<file path="src/common/gsr_pkg.sv">
/*
 * Constants of the gas sensor register interface: register offsets,
 * field positions, values after reset and scale figures.
 * Assumes nothing beyond a SystemVerilog compiler.
 */
package gsr_pkg;
    // ----------------------------------------------------------------
    // Register offsets
    // ----------------------------------------------------------------
    localparam logic [7:0] REG_SOFT_RESET = 8'h00;
    localparam logic [7:0] REG_MODE = 8'h01;
    localparam logic [7:0] REG_STATUS = 8'h02;
    localparam logic [7:0] REG_CONC_LO = 8'h03;
    localparam logic [7:0] REG_CONC_HI = 8'h04;
    localparam logic [7:0] REG_PRESSURE = 8'h09;
    localparam logic [7:0] REG_ALTITUDE = 8'h0A;
    localparam logic [7:0] REG_ALARM_HI = 8'h0C;
    localparam logic [7:0] REG_ALARM_LO = 8'h0D;
    localparam logic [7:0] REG_PWM_COMP = 8'h0F;
    // ----------------------------------------------------------------
    // Field positions
    // ----------------------------------------------------------------
    localparam int RESET_TRIGGER_BIT = 0;
    localparam int STATUS_BUSY_BIT = 7;
    localparam int STATUS_ALARM_BIT = 6;
    localparam int STATUS_ADDR_SEL_BIT = 1;
    localparam int STATUS_IF_SEL_BIT = 0;
    localparam int PWM_ENABLE_BIT = 0;
    localparam int COMPENSATION_ENABLE_BIT = 2;
    localparam int PWM_PROPERTY_BIT = 3;
    localparam logic [7:0] PWM_COMP_MASK = 8'h0D;
    localparam logic [7:0] MODE_MASK = 8'h07;
    // ----------------------------------------------------------------
    // Target address and mode codes
    // ----------------------------------------------------------------
    localparam logic [5:0] I2C_ADDR_UPPER = 6'h34;
    localparam logic [2:0] MODE_CONTINUOUS = 3'h6;
    // ----------------------------------------------------------------
    // Values after reset (threshold step is 10 ppm per count)
    // ----------------------------------------------------------------
    localparam logic [7:0] MODE_RESET = 8'h00;
    localparam logic [7:0] PRESSURE_RESET = 8'h00;
    localparam logic [7:0] ALTITUDE_RESET = 8'h00;
    localparam logic [7:0] ALARM_HI_RESET = 8'h64;
    localparam logic [7:0] ALARM_LO_RESET = 8'h5A;
    localparam logic [7:0] PWM_COMP_RESET = 8'h00;
    // ----------------------------------------------------------------
    // Scale figures in ppm
    // ----------------------------------------------------------------
    localparam logic [15:0] THRESHOLD_STEP_PPM = 16'h000A;
    localparam logic [14:0] CONC_MAX_PPM = 15'h2710;
    localparam int PWM_FULL_SCALE_PPM = 5000;
endpackage : gsr_pkg

</file>
<file path="src/core/gsr_pin_sync.sv">
/*
 * Three-stage input synchroniser with agreement filter for one pin.
 * Assumes the pin is asynchronous to CLK_SYS_IN.
 */
`timescale 1ns/1ps
`default_nettype none
module gsr_pin_sync #(
    parameter logic RESET_LEVEL = 1'b1
) (
    input wire logic clk_in,
    input wire logic rst_n_in,
    input wire logic pin_in,
    output var logic level_out
);
    logic ff1_r;
    logic ff2_r;
    logic ff3_r;

    always_ff @(posedge clk_in) begin
        if (!rst_n_in) begin
            ff1_r <= RESET_LEVEL;
            ff2_r <= RESET_LEVEL;
            ff3_r <= RESET_LEVEL;
        end else begin
            ff1_r <= pin_in;
            ff2_r <= ff1_r;
            ff3_r <= ff2_r;
        end
    end

    // A change counts once stages two and three agree
    always_ff @(posedge clk_in) begin
        if (!rst_n_in) begin
            level_out <= RESET_LEVEL;
        end else if (ff2_r == ff3_r) begin
            level_out <= ff3_r;
        end
    end
endmodule : gsr_pin_sync
`default_nettype wire

</file>
<file path="src/core/gsr_top.sv">
/*
 * I2C target register interface of a gas concentration sensor: target
 * state machine, register file, alarm with hysteresis and PWM output.
 * Assumes a measurement engine on CLK_SYS_IN supplying concentration
 * and busy, and SCL/SDA pins resolved by an open-drain wire outside.
 */
// What this block does
// [RULE1] Mode register write 06H selects continuous mode
// [RULE2] Supports current-address and random reads
// [RULE3] Concentration read as two bytes from 03H
// [RULE4] 15-bit concentration split over 03H and 04H
// [RULE5] Status: busy, alarm, address pin, interface pin
// [RULE6] Upper threshold at 0CH raises alarm
// [RULE7] Lower threshold at 0DH clears alarm
// [RULE8] Function register: PWM enable and property
// [RULE9] Function bit 2 enables pressure/altitude compensation
// [RULE10] Serial concentration limited to 10000 ppm
// [RULE11] PWM output saturates at 5000 ppm
// [RULE12] Default threshold hysteresis is 100 ppm
// [RULE13] Target address 110100 plus address pin, R/W
// [RULE14] Bytes shifted most significant bit first
// [RULE15] I2C active only with interface pin low
// [RULE16] Register pointer advances after each byte
// [RULE17] Writes to read-only bits acknowledged, ignored
`timescale 1ns/1ps
`default_nettype none
module gsr_top #(
    parameter int PWM_FULL_SCALE = gsr_pkg::PWM_FULL_SCALE_PPM
) (
    input wire logic CLK_SYS_IN,
    input wire logic RST_N_IN,
    input wire logic SCL_IN,
    input wire logic SDA_IN,
    output logic SDA_OUT,
    output logic SDA_OE_N_OUT,
    input wire logic ADDRESS_SELECT_PIN_IN,
    input wire logic INTERFACE_SELECT_PIN_IN,
    input wire logic [14:0] CONC_IN,
    input wire logic CONC_VALID_IN,
    input wire logic BUSY_IN,
    output logic ALARM_OUT,
    output logic PWM_OUT,
    output logic [2:0] MODE_OUT,
    output logic COMP_EN_OUT,
    output logic [7:0] PRESSURE_OUT,
    output logic [7:0] ALTITUDE_OUT,
    output logic SOFT_RESET_OUT
);
    if (PWM_FULL_SCALE < 1 || PWM_FULL_SCALE > 8191) begin : g_chk
        $error("PWM_FULL_SCALE must lie in 1..8191");
    end

    typedef enum logic [2:0] {
        ST_IDLE, ST_ADDR, ST_REG, ST_WR, ST_RD, ST_IGNORE
    } gsr_state_e;

    // ----------------------------------------------------------------
    // Pin synchronisers
    // ----------------------------------------------------------------
    logic scl_s;
    logic sda_s;
    logic addr_sel_s;
    logic if_sel_s;

    gsr_pin_sync #(.RESET_LEVEL(1'b1)) u_scl (
        .clk_in(CLK_SYS_IN), .rst_n_in(RST_N_IN),
        .pin_in(SCL_IN), .level_out(scl_s));
    gsr_pin_sync #(.RESET_LEVEL(1'b1)) u_sda (
        .clk_in(CLK_SYS_IN), .rst_n_in(RST_N_IN),
        .pin_in(SDA_IN), .level_out(sda_s));
    gsr_pin_sync #(.RESET_LEVEL(1'b0)) u_adr (
        .clk_in(CLK_SYS_IN), .rst_n_in(RST_N_IN),
        .pin_in(ADDRESS_SELECT_PIN_IN), .level_out(addr_sel_s));
    gsr_pin_sync #(.RESET_LEVEL(1'b1)) u_ifs (
        .clk_in(CLK_SYS_IN), .rst_n_in(RST_N_IN),
        .pin_in(INTERFACE_SELECT_PIN_IN), .level_out(if_sel_s));

    // ----------------------------------------------------------------
    // Bus event detection
    // ----------------------------------------------------------------
    logic scl_q_r;
    logic sda_q_r;

    always_ff @(posedge CLK_SYS_IN) begin
        if (!RST_N_IN) begin
            scl_q_r <= 1'b1;
            sda_q_r <= 1'b1;
        end else begin
            scl_q_r <= scl_s;
            sda_q_r <= sda_s;
        end
    end

    logic scl_rise;
    logic scl_fall;
    logic bus_start;
    logic bus_stop;
    assign scl_rise = scl_s & ~scl_q_r;
    assign scl_fall = ~scl_s & scl_q_r;
    assign bus_start = scl_s & scl_q_r & sda_q_r & ~sda_s;
    assign bus_stop = scl_s & scl_q_r & ~sda_q_r & sda_s;

    // ----------------------------------------------------------------
    // Target state machine
    // ----------------------------------------------------------------
    gsr_state_e state_r;
    logic [3:0] bit_cnt_r;
    logic [7:0] shift_r;
    logic [7:0] ptr_r;
    logic [7:0] rd_byte;
    logic oe_n_r;
    logic sda_lvl_r;
    logic receiving;
    logic byte_done;
    logic addr_hit;
    logic wr_fire;
    logic reg_fire;
    logic rd_load;

    assign receiving = (state_r == ST_ADDR) || (state_r == ST_REG) ||
                       (state_r == ST_WR);
    assign byte_done = scl_fall && receiving && (bit_cnt_r == 4'h8);
    assign addr_hit = (shift_r[7:1] == {gsr_pkg::I2C_ADDR_UPPER,
                                        addr_sel_s});  // [RULE13]
    assign wr_fire = byte_done && (state_r == ST_WR);
    assign reg_fire = byte_done && (state_r == ST_REG);
    assign rd_load = scl_fall && (state_r == ST_RD) && (bit_cnt_r == 4'h9);

    always_ff @(posedge CLK_SYS_IN) begin
        if (!RST_N_IN) begin
            state_r <= ST_IDLE;
            bit_cnt_r <= 4'h0;
            shift_r <= 8'h00;
            oe_n_r <= 1'b1;
        end else if (if_sel_s) begin
            // Other interface selected: stay off the bus
            state_r <= ST_IDLE;  // [RULE15]
            oe_n_r <= 1'b1;
        end else if (bus_start) begin
            state_r <= ST_ADDR;
            bit_cnt_r <= 4'h0;
            oe_n_r <= 1'b1;
        end else if (bus_stop) begin
            state_r <= ST_IDLE;
            oe_n_r <= 1'b1;
        end else if (scl_rise && bit_cnt_r < 4'h8) begin
            bit_cnt_r <= bit_cnt_r + 4'h1;
            if (receiving) begin
                shift_r <= {shift_r[6:0], sda_s};  // [RULE14]
            end
        end else if (scl_rise && state_r == ST_RD && bit_cnt_r == 4'h8) begin
            // Controller NACK ends the read
            if (sda_s) begin
                state_r <= ST_IGNORE;
            end else begin
                bit_cnt_r <= 4'h9;
            end
        end else if (byte_done) begin
            bit_cnt_r <= 4'h9;
            oe_n_r <= 1'b0;
            unique case (state_r)
                ST_ADDR: begin
                    if (!addr_hit) begin
                        state_r <= ST_IGNORE;
                        oe_n_r <= 1'b1;
                    end else if (shift_r[0]) begin
                        state_r <= ST_RD;  // [RULE2]
                    end else begin
                        state_r <= ST_REG;
                    end
                end
                ST_REG: state_r <= ST_WR;
                ST_WR: state_r <= ST_WR;  // [RULE17]
                default: state_r <= ST_IGNORE;
            endcase
        end else if (scl_fall && bit_cnt_r == 4'h9) begin
            bit_cnt_r <= 4'h0;
            if (state_r == ST_RD) begin
                shift_r <= rd_byte;
                oe_n_r <= rd_byte[7];  // [RULE14]
            end else begin
                oe_n_r <= 1'b1;
            end
        end else if (scl_fall && state_r == ST_RD) begin
            if (bit_cnt_r == 4'h8) begin
                oe_n_r <= 1'b1;
            end else if (bit_cnt_r != 4'h0) begin
                shift_r <= {shift_r[6:0], 1'b0};
                oe_n_r <= shift_r[6];
            end
        end
    end

    always_ff @(posedge CLK_SYS_IN) begin
        if (!RST_N_IN) begin
            sda_lvl_r <= 1'b0;
        end else begin
            sda_lvl_r <= 1'b0;
        end
    end

    // Pointer survives STOP so a later current-address read continues
    always_ff @(posedge CLK_SYS_IN) begin
        if (!RST_N_IN) begin
            ptr_r <= 8'h00;
        end else if (reg_fire) begin
            ptr_r <= shift_r;
        end else if (wr_fire || rd_load) begin
            ptr_r <= ptr_r + 8'h01;  // [RULE16]
        end
    end

    // ----------------------------------------------------------------
    // Register file
    // ----------------------------------------------------------------
    logic [7:0] mode_r;
    logic [7:0] pressure_r;
    logic [7:0] altitude_r;
    logic [7:0] alarm_hi_r;
    logic [7:0] alarm_lo_r;
    logic [7:0] pwm_comp_control_reg_r;
    logic soft_rst_r;

    always_ff @(posedge CLK_SYS_IN) begin
        if (!RST_N_IN) begin
            mode_r <= gsr_pkg::MODE_RESET;
            pressure_r <= gsr_pkg::PRESSURE_RESET;
            altitude_r <= gsr_pkg::ALTITUDE_RESET;
            alarm_hi_r <= gsr_pkg::ALARM_HI_RESET;  // [RULE12]
            alarm_lo_r <= gsr_pkg::ALARM_LO_RESET;  // [RULE12]
            pwm_comp_control_reg_r <= gsr_pkg::PWM_COMP_RESET;
        end else if (wr_fire) begin
            unique case (ptr_r)
                gsr_pkg::REG_MODE:
                    mode_r <= shift_r & gsr_pkg::MODE_MASK;  // [RULE1]
                gsr_pkg::REG_PRESSURE: pressure_r <= shift_r;  // [RULE9]
                gsr_pkg::REG_ALTITUDE: altitude_r <= shift_r;  // [RULE9]
                gsr_pkg::REG_ALARM_HI: alarm_hi_r <= shift_r;  // [RULE6]
                gsr_pkg::REG_ALARM_LO: alarm_lo_r <= shift_r;  // [RULE7]
                gsr_pkg::REG_PWM_COMP:
                    pwm_comp_control_reg_r <= shift_r & gsr_pkg::PWM_COMP_MASK;  // [RULE8]
                default: mode_r <= mode_r;  // [RULE17]
            endcase
        end
    end

    always_ff @(posedge CLK_SYS_IN) begin
        if (!RST_N_IN) begin
            soft_rst_r <= 1'b0;
        end else begin
            soft_rst_r <= wr_fire && (ptr_r == gsr_pkg::REG_SOFT_RESET) &&
                          shift_r[gsr_pkg::RESET_TRIGGER_BIT];
        end
    end

    // ----------------------------------------------------------------
    // Concentration and alarm
    // ----------------------------------------------------------------
    logic [14:0] conc_r;
    logic [14:0] conc_hold_r;
    logic alarm_r;
    logic [15:0] alarm_hi_ppm;
    logic [15:0] alarm_lo_ppm;

    always_ff @(posedge CLK_SYS_IN) begin
        if (!RST_N_IN || soft_rst_r) begin
            conc_r <= 15'h0000;
        end else if (CONC_VALID_IN) begin
            conc_r <= (CONC_IN > gsr_pkg::CONC_MAX_PPM) ?
                      gsr_pkg::CONC_MAX_PPM : CONC_IN;  // [RULE10]
        end
    end

    // Frozen during a read so the two bytes always belong together
    always_ff @(posedge CLK_SYS_IN) begin
        if (!RST_N_IN) begin
            conc_hold_r <= 15'h0000;
        end else if (state_r != ST_RD) begin
            conc_hold_r <= conc_r;
        end
    end

    assign alarm_hi_ppm = {8'h00, alarm_hi_r} * gsr_pkg::THRESHOLD_STEP_PPM;
    assign alarm_lo_ppm = {8'h00, alarm_lo_r} * gsr_pkg::THRESHOLD_STEP_PPM;

    always_ff @(posedge CLK_SYS_IN) begin
        if (!RST_N_IN || soft_rst_r) begin
            alarm_r <= 1'b0;
        end else if (!alarm_r && {1'b0, conc_r} >= alarm_hi_ppm) begin
            alarm_r <= 1'b1;  // [RULE6]
        end else if (alarm_r && {1'b0, conc_r} < alarm_lo_ppm) begin
            alarm_r <= 1'b0;  // [RULE7]
        end
    end

    // ----------------------------------------------------------------
    // Read data selection
    // ----------------------------------------------------------------
    always_comb begin
        rd_byte = 8'h00;
        unique case (ptr_r)
            gsr_pkg::REG_MODE: rd_byte = mode_r;
            gsr_pkg::REG_STATUS: begin
                rd_byte[gsr_pkg::STATUS_BUSY_BIT] = BUSY_IN;  // [RULE5]
                rd_byte[gsr_pkg::STATUS_ALARM_BIT] = alarm_r;
                rd_byte[gsr_pkg::STATUS_ADDR_SEL_BIT] = addr_sel_s;
                rd_byte[gsr_pkg::STATUS_IF_SEL_BIT] = if_sel_s;
            end
            gsr_pkg::REG_CONC_LO: rd_byte = conc_hold_r[7:0];  // [RULE4]
            gsr_pkg::REG_CONC_HI:
                rd_byte = {1'b0, conc_hold_r[14:8]};  // [RULE4] [RULE3]
            gsr_pkg::REG_PRESSURE: rd_byte = pressure_r;
            gsr_pkg::REG_ALTITUDE: rd_byte = altitude_r;
            gsr_pkg::REG_ALARM_HI: rd_byte = alarm_hi_r;
            gsr_pkg::REG_ALARM_LO: rd_byte = alarm_lo_r;
            gsr_pkg::REG_PWM_COMP: rd_byte = pwm_comp_control_reg_r;
            default: rd_byte = 8'h00;
        endcase
    end

    // ----------------------------------------------------------------
    // PWM output
    // ----------------------------------------------------------------
    localparam logic [12:0] PWM_TOP = 13'(PWM_FULL_SCALE - 1);
    // Duty stays in ppm; the compare scales it to the period length
    localparam logic [14:0] PWM_FS = 15'(gsr_pkg::PWM_FULL_SCALE_PPM);
    logic [12:0] pwm_cnt_r;
    logic [14:0] pwm_duty_r;
    logic pwm_r;

    always_ff @(posedge CLK_SYS_IN) begin
        if (!RST_N_IN) begin
            pwm_cnt_r <= 13'h0000;
        end else if (pwm_cnt_r == PWM_TOP) begin
            pwm_cnt_r <= 13'h0000;
        end else begin
            pwm_cnt_r <= pwm_cnt_r + 13'h0001;
        end
    end

    // Duty only changes at period start to avoid runt pulses
    always_ff @(posedge CLK_SYS_IN) begin
        if (!RST_N_IN) begin
            pwm_duty_r <= 15'h0000;
        end else if (pwm_cnt_r == PWM_TOP) begin
            pwm_duty_r <= (conc_r > PWM_FS) ? PWM_FS : conc_r;  // [RULE11]
        end
    end

    // Property bit selects inverted polarity
    always_ff @(posedge CLK_SYS_IN) begin
        if (!RST_N_IN) begin
            pwm_r <= 1'b0;
        end else begin
            pwm_r <= pwm_comp_control_reg_r[gsr_pkg::PWM_ENABLE_BIT] &
                     ((28'(pwm_cnt_r) * 28'(PWM_FS) <
                       28'(pwm_duty_r) * 28'(PWM_FULL_SCALE)) ^
                      pwm_comp_control_reg_r[gsr_pkg::PWM_PROPERTY_BIT]);  // [RULE8]
        end
    end

    // ----------------------------------------------------------------
    // Outputs
    // ----------------------------------------------------------------
    assign SDA_OUT = sda_lvl_r;
    assign SDA_OE_N_OUT = oe_n_r;
    assign ALARM_OUT = alarm_r;
    assign PWM_OUT = pwm_r;
    assign MODE_OUT = mode_r[2:0];  // [RULE1]
    assign COMP_EN_OUT = pwm_comp_control_reg_r[gsr_pkg::COMPENSATION_ENABLE_BIT];  // [RULE9]
    assign PRESSURE_OUT = pressure_r;
    assign ALTITUDE_OUT = altitude_r;
    assign SOFT_RESET_OUT = soft_rst_r;
endmodule : gsr_top
`default_nettype wire

</file>
<file path="config.mk">
export PLATFORM = sky130hd
export DESIGN_NAME = gsr_top
export DESIGN_NICKNAME = d
export VERILOG_FILES = /design/src/common/gsr_pkg.sv /design/src/core/gsr_pin_sync.sv /design/src/core/gsr_top.sv
export SDC_FILE = /design/constraint.sdc
export NUM_CORES = 1
export LEC_CHECK = 0
export BUFFER_PORTS_ARGS = -buffer_cell sky130_fd_sc_hd__buf_2
export CELL_PAD_IN_SITES_DETAIL_PLACEMENT = 0
export CELL_PAD_IN_SITES_GLOBAL_PLACEMENT = 1
export CORE_UTILIZATION = 49
export CTS_CLUSTER_DIAMETER = 50
export CTS_CLUSTER_SIZE = 40
export DETAILED_ROUTE_END_ITERATION = 12
export PLACE_DENSITY = 0.8
export SYNTH_ARGS = -nofsm -noshare
export SYNTH_HDL_FRONTEND = slang
export SYNTH_SLANG_ARGS = --single-unit
</file>
<file path="constraint.sdc">
create_clock -name CLK_SYS_IN -period 8.05 [get_ports CLK_SYS_IN]
set_input_delay 0.4025 -clock CLK_SYS_IN [delete_from_list [all_inputs] [get_ports CLK_SYS_IN]]
set_output_delay 0.4025 -clock CLK_SYS_IN [all_outputs]
set_load 0.05 [all_outputs]
</file>
==> results.sh <==
export IMPL_io_buffers=46
export IMPL_worstReg2RegStart="pwm_cnt_r[5]"
export IMPL_antennaDiodeCount=0
export IMPL_path_class="flip-flop to flip-flop"
export IMPL_yosysTopAreaCell="dfxtp_1"
export IMPL_cap_violations=0
export IMPL_leakagePower_uw=0.00649
export IMPL_antenna_found_initial=0
export IMPL_die_area_sq_mm=0.0256
export IMPL_postRouteAntennaNets=0
export IMPL_grt_setup_unrepaired="false"
export IMPL_root_buffer="clkbuf_16"
export IMPL_grt_pass1_wl_mm=50.4
export IMPL_fmax_ghz=0.163
export IMPL_synth_top_family_by_area="adder cells"
export IMPL_endpoint_kind="flip-flop"
export IMPL_synth_warnings=0
export IMPL_gr_total_overflow=0
export IMPL_yosys_cell_types_count=76
export IMPL_pin_count=48
export IMPL_ctsHoldBuffers=0
export IMPL_dp_slack_ns=1.87
export IMPL_crit_arrival_ns=6.46
export IMPL_area_growth_pct=8.44
export IMPL_post_route_period_util=0.763
export IMPL_cts_tree="yes"
export IMPL_synth_fa_ha_area_frac=0.319
export IMPL_chipHeight_um=160
export IMPL_final_cells=1805
export IMPL_hold_viol_final=0
export IMPL_start_util=0.502
export IMPL_path_max_fanout=6
export IMPL_vdd_drop_max_v=0.000109
export IMPL_cp_start_kind="flip-flop"
export IMPL_wl_per_cell_um=16.8
export IMPL_dr_wl_met2_mm=14.6
export IMPL_max_slew_margin=0.280
export IMPL_setup_violations=0
export IMPL_vias_per_cell=5.45
export IMPL_p_per_area_mw_per_mm2=123
export IMPL_top_layer="met4"
export IMPL_synth_edf_count=0
export IMPL_clock_sinks=141
export IMPL_cts_resized_gates=0
export IMPL_rows=57
export IMPL_met1Wirelength_mm=13.6
export IMPL_clk_pin_slew_ns=0.07
export IMPL_hp_class="primary input to flip-flop"
export IMPL_slowest_stage="fa_1"
export IMPL_groute_usage_overall=0.248
export IMPL_place_inst=1773
export IMPL_hpwl_mm=23.7
export IMPL_fin_ws_ns=1.91
export IMPL_status="finished, final reports clean"
export IMPL_via_count=9830
export IMPL_grt_pass1_vias=9740
export IMPL_synthArstFlopShare=0
export IMPL_cts_buffers=17
export IMPL_core_area_sq_mm=0.0244
export IMPL_syn_inst=1448
export IMPL_worst_endpoint_required_ns=8.37
export IMPL_netlist_top_cells_area="dfxtp_1 (23%), ha_1 (22%), fa_1 (9.8%)"
export IMPL_clockBufferDepth=2
export IMPL_final_setup_tns_ns=0
export IMPL_synth_area_sq_mm=0.0122
export IMPL_drc_errors=0
export IMPL_finClkSkew_ns=0.0111
export IMPL_yosys_area_share_xor_xnor=0.0386
export IMPL_muxShareOfSynthArea=0.0139
export IMPL_grt_max_degree=67
export IMPL_max_stage_delay_ns=0.55
export IMPL_yosys_area_top_type_share=0.231
export IMPL_ys_ff_latch=141
export IMPL_met3_length_mm=1.10
export IMPL_hold_path_startpoint="SDA_IN"
export IMPL_die_w_um=160
export IMPL_drive_above_1_share=0.0716
export IMPL_synth_ff_type="dfxtp_1"
export IMPL_place_gp_congestion=0.860
export IMPL_totalWireLength_mm=30.2
export IMPL_synth_avg_cell_area_sq_um=8.45
export IMPL_post_cts_buffers=0
export IMPL_nNetsFinal=1767
export IMPL_worstMarginPinSlew_ns=1.08
export IMPL_yosysSeqAreaShare=0.231
export IMPL_htree_levels=4
export IMPL_critPathLaunch="pwm_cnt_r[5]"
export IMPL_synth_fp_nets=1747
export IMPL_synth_compound_area_frac=0.159
export IMPL_drv_slew=0
export IMPL_clock_latency_ns=0.42
export IMPL_yosys_area_share_simple=0.157
export IMPL_first_iter_violations=564
export IMPL_first_pass_iters=6
export IMPL_layout_min_cycle_time_ns=6.14
[layout by cell type, fill, tap and decap left out, types with 12 or more instances in the layout]
master     netlist  layout
dfxtp_1        141     141
a21oi_1        114     114
nor3_1          18      18
nor2_1         100     100
clkbuf_16        0      17
xnor2_1         34      34
a21o_1          26      26
a22oi_1         13      13
nand3_1         36      36
mux2i_1         17      17
nor2b_1         21      21
ha_1           216     216
inv_1          209     209
nand4_1         12      12
fa_1            60      60
buf_2           13      46
nand2_1        127     127
o21ai_0         53      52
xor2_1          20      20
nand2b_1        25      25
a211oi_1        16      16
[registers in the layout, summed over array words and instances (netlist names), 3 cells and up]
signal,count
conc_hold_r,15
conc_r,15
pwm_duty_r,15
pwm_cnt_r,13
ALTITUDE_OUT,8
PRESSURE_OUT,8
alarm_hi_r,8
alarm_lo_r,8
ptr_r,8
shift_r,8
bit_cnt_r,4
mode_r,3
pwm_comp_control_reg_r,3
state_r,3
[worst max-delay path: cells and delay by family (launching register included)]
kind,cells,cell delay (ns)
flops,1,0.45
simple gates,4,0.76
fa+ha+maj,7,2.72
buf+inv,4,0.32
compound gates,11,1.78
[metrics by stage]
stage,total power (uW),util,hold WS [ns],instance area [sq um]
2_1_floorplan,813,-,0.386,12200
3_3_place_gp,852,0.521,0.395,12700
3_5_place_dp,854,0.521,0.402,12700
4_1_cts,1640,0.544,0.142,13300
5_1_grt,1690,0.544,0.159,13300
6_report,1630,0.544,0.155,13300
[report_power, final]
part | switching, uW | leakage, uW | internal (uW)
sequential | 15.4 | 0.00114 | 707
combinational | 66.1 | 0.00507 | 48.6
clock | 353 | 0.000276 | 436
[cells by family (layout without fill, tap and decap cells)]
family	Yosys count	in the layout
simple gates	396	396
compound gates	304	304
fa+ha+maj	276	276
buf+inv	259	292
flops	141	141
xor+xnor	54	54
mux	17	17
other cells	1	1
[Yosys cell counts (3+ instances only)]
cell type  number
inv_1         209
fa_1           60
a22oi_1        13
o31ai_1         4
and2_1         11
dfxtp_1       141
o221a_2         5
or3_1           7
nand3_1        36
xnor2_1        34
a2bb2oi_1       6
a21oi_1       114
ha_1          216
mux2i_1        17
xor2_1         20
and3_1         10
a31oi_1        11
o21ai_0        53
nor3b_1         3
or2_2           4
a222oi_1        5
nor2_1        100
a21o_1         26
o2111ai_1       3
nand4_1        12
clkbuf_1       33
nand4b_1        3
nand2b_1       25
a211oi_1       16
nor4_1          4
nor3_1         18
nand2_1       127
o21bai_1        9
buf_2          13
o21a_1          8
a41oi_1         3
nor2b_1        21
[final cells by class]
class / instances / area (sq um)
tap: 324 / 405
inverter: 210 / 788
clock inverter: 15 / 150
fill: 2307 / 11100
sequential: 141 / 2820
multi-input combinational: 1048 / 8420
clock buffer: 17 / 425
timing repair buffer: 50 / 260
[final timing paths]
path | slack [ns] | depth (start not counted) | endpoint
min | 0.16 | 2 | u_sda.ff1_r
min reg2reg | 0.41 | 1 | u_sda.ff2_r
max | 1.91 | 26 | PWM_OUT
max reg2reg | 1.91 | 26 | PWM_OUT
[routing by layer]
layer / track usage / up-vias
li1: - / 4961
met1: 0.319 / 4619
met2: 0.426 / 197
met3: 0.0268 / 53
met4: 0.0931 / 0
met5: 0 / -
No activity file was read; power rests on OpenSTA's default activity.
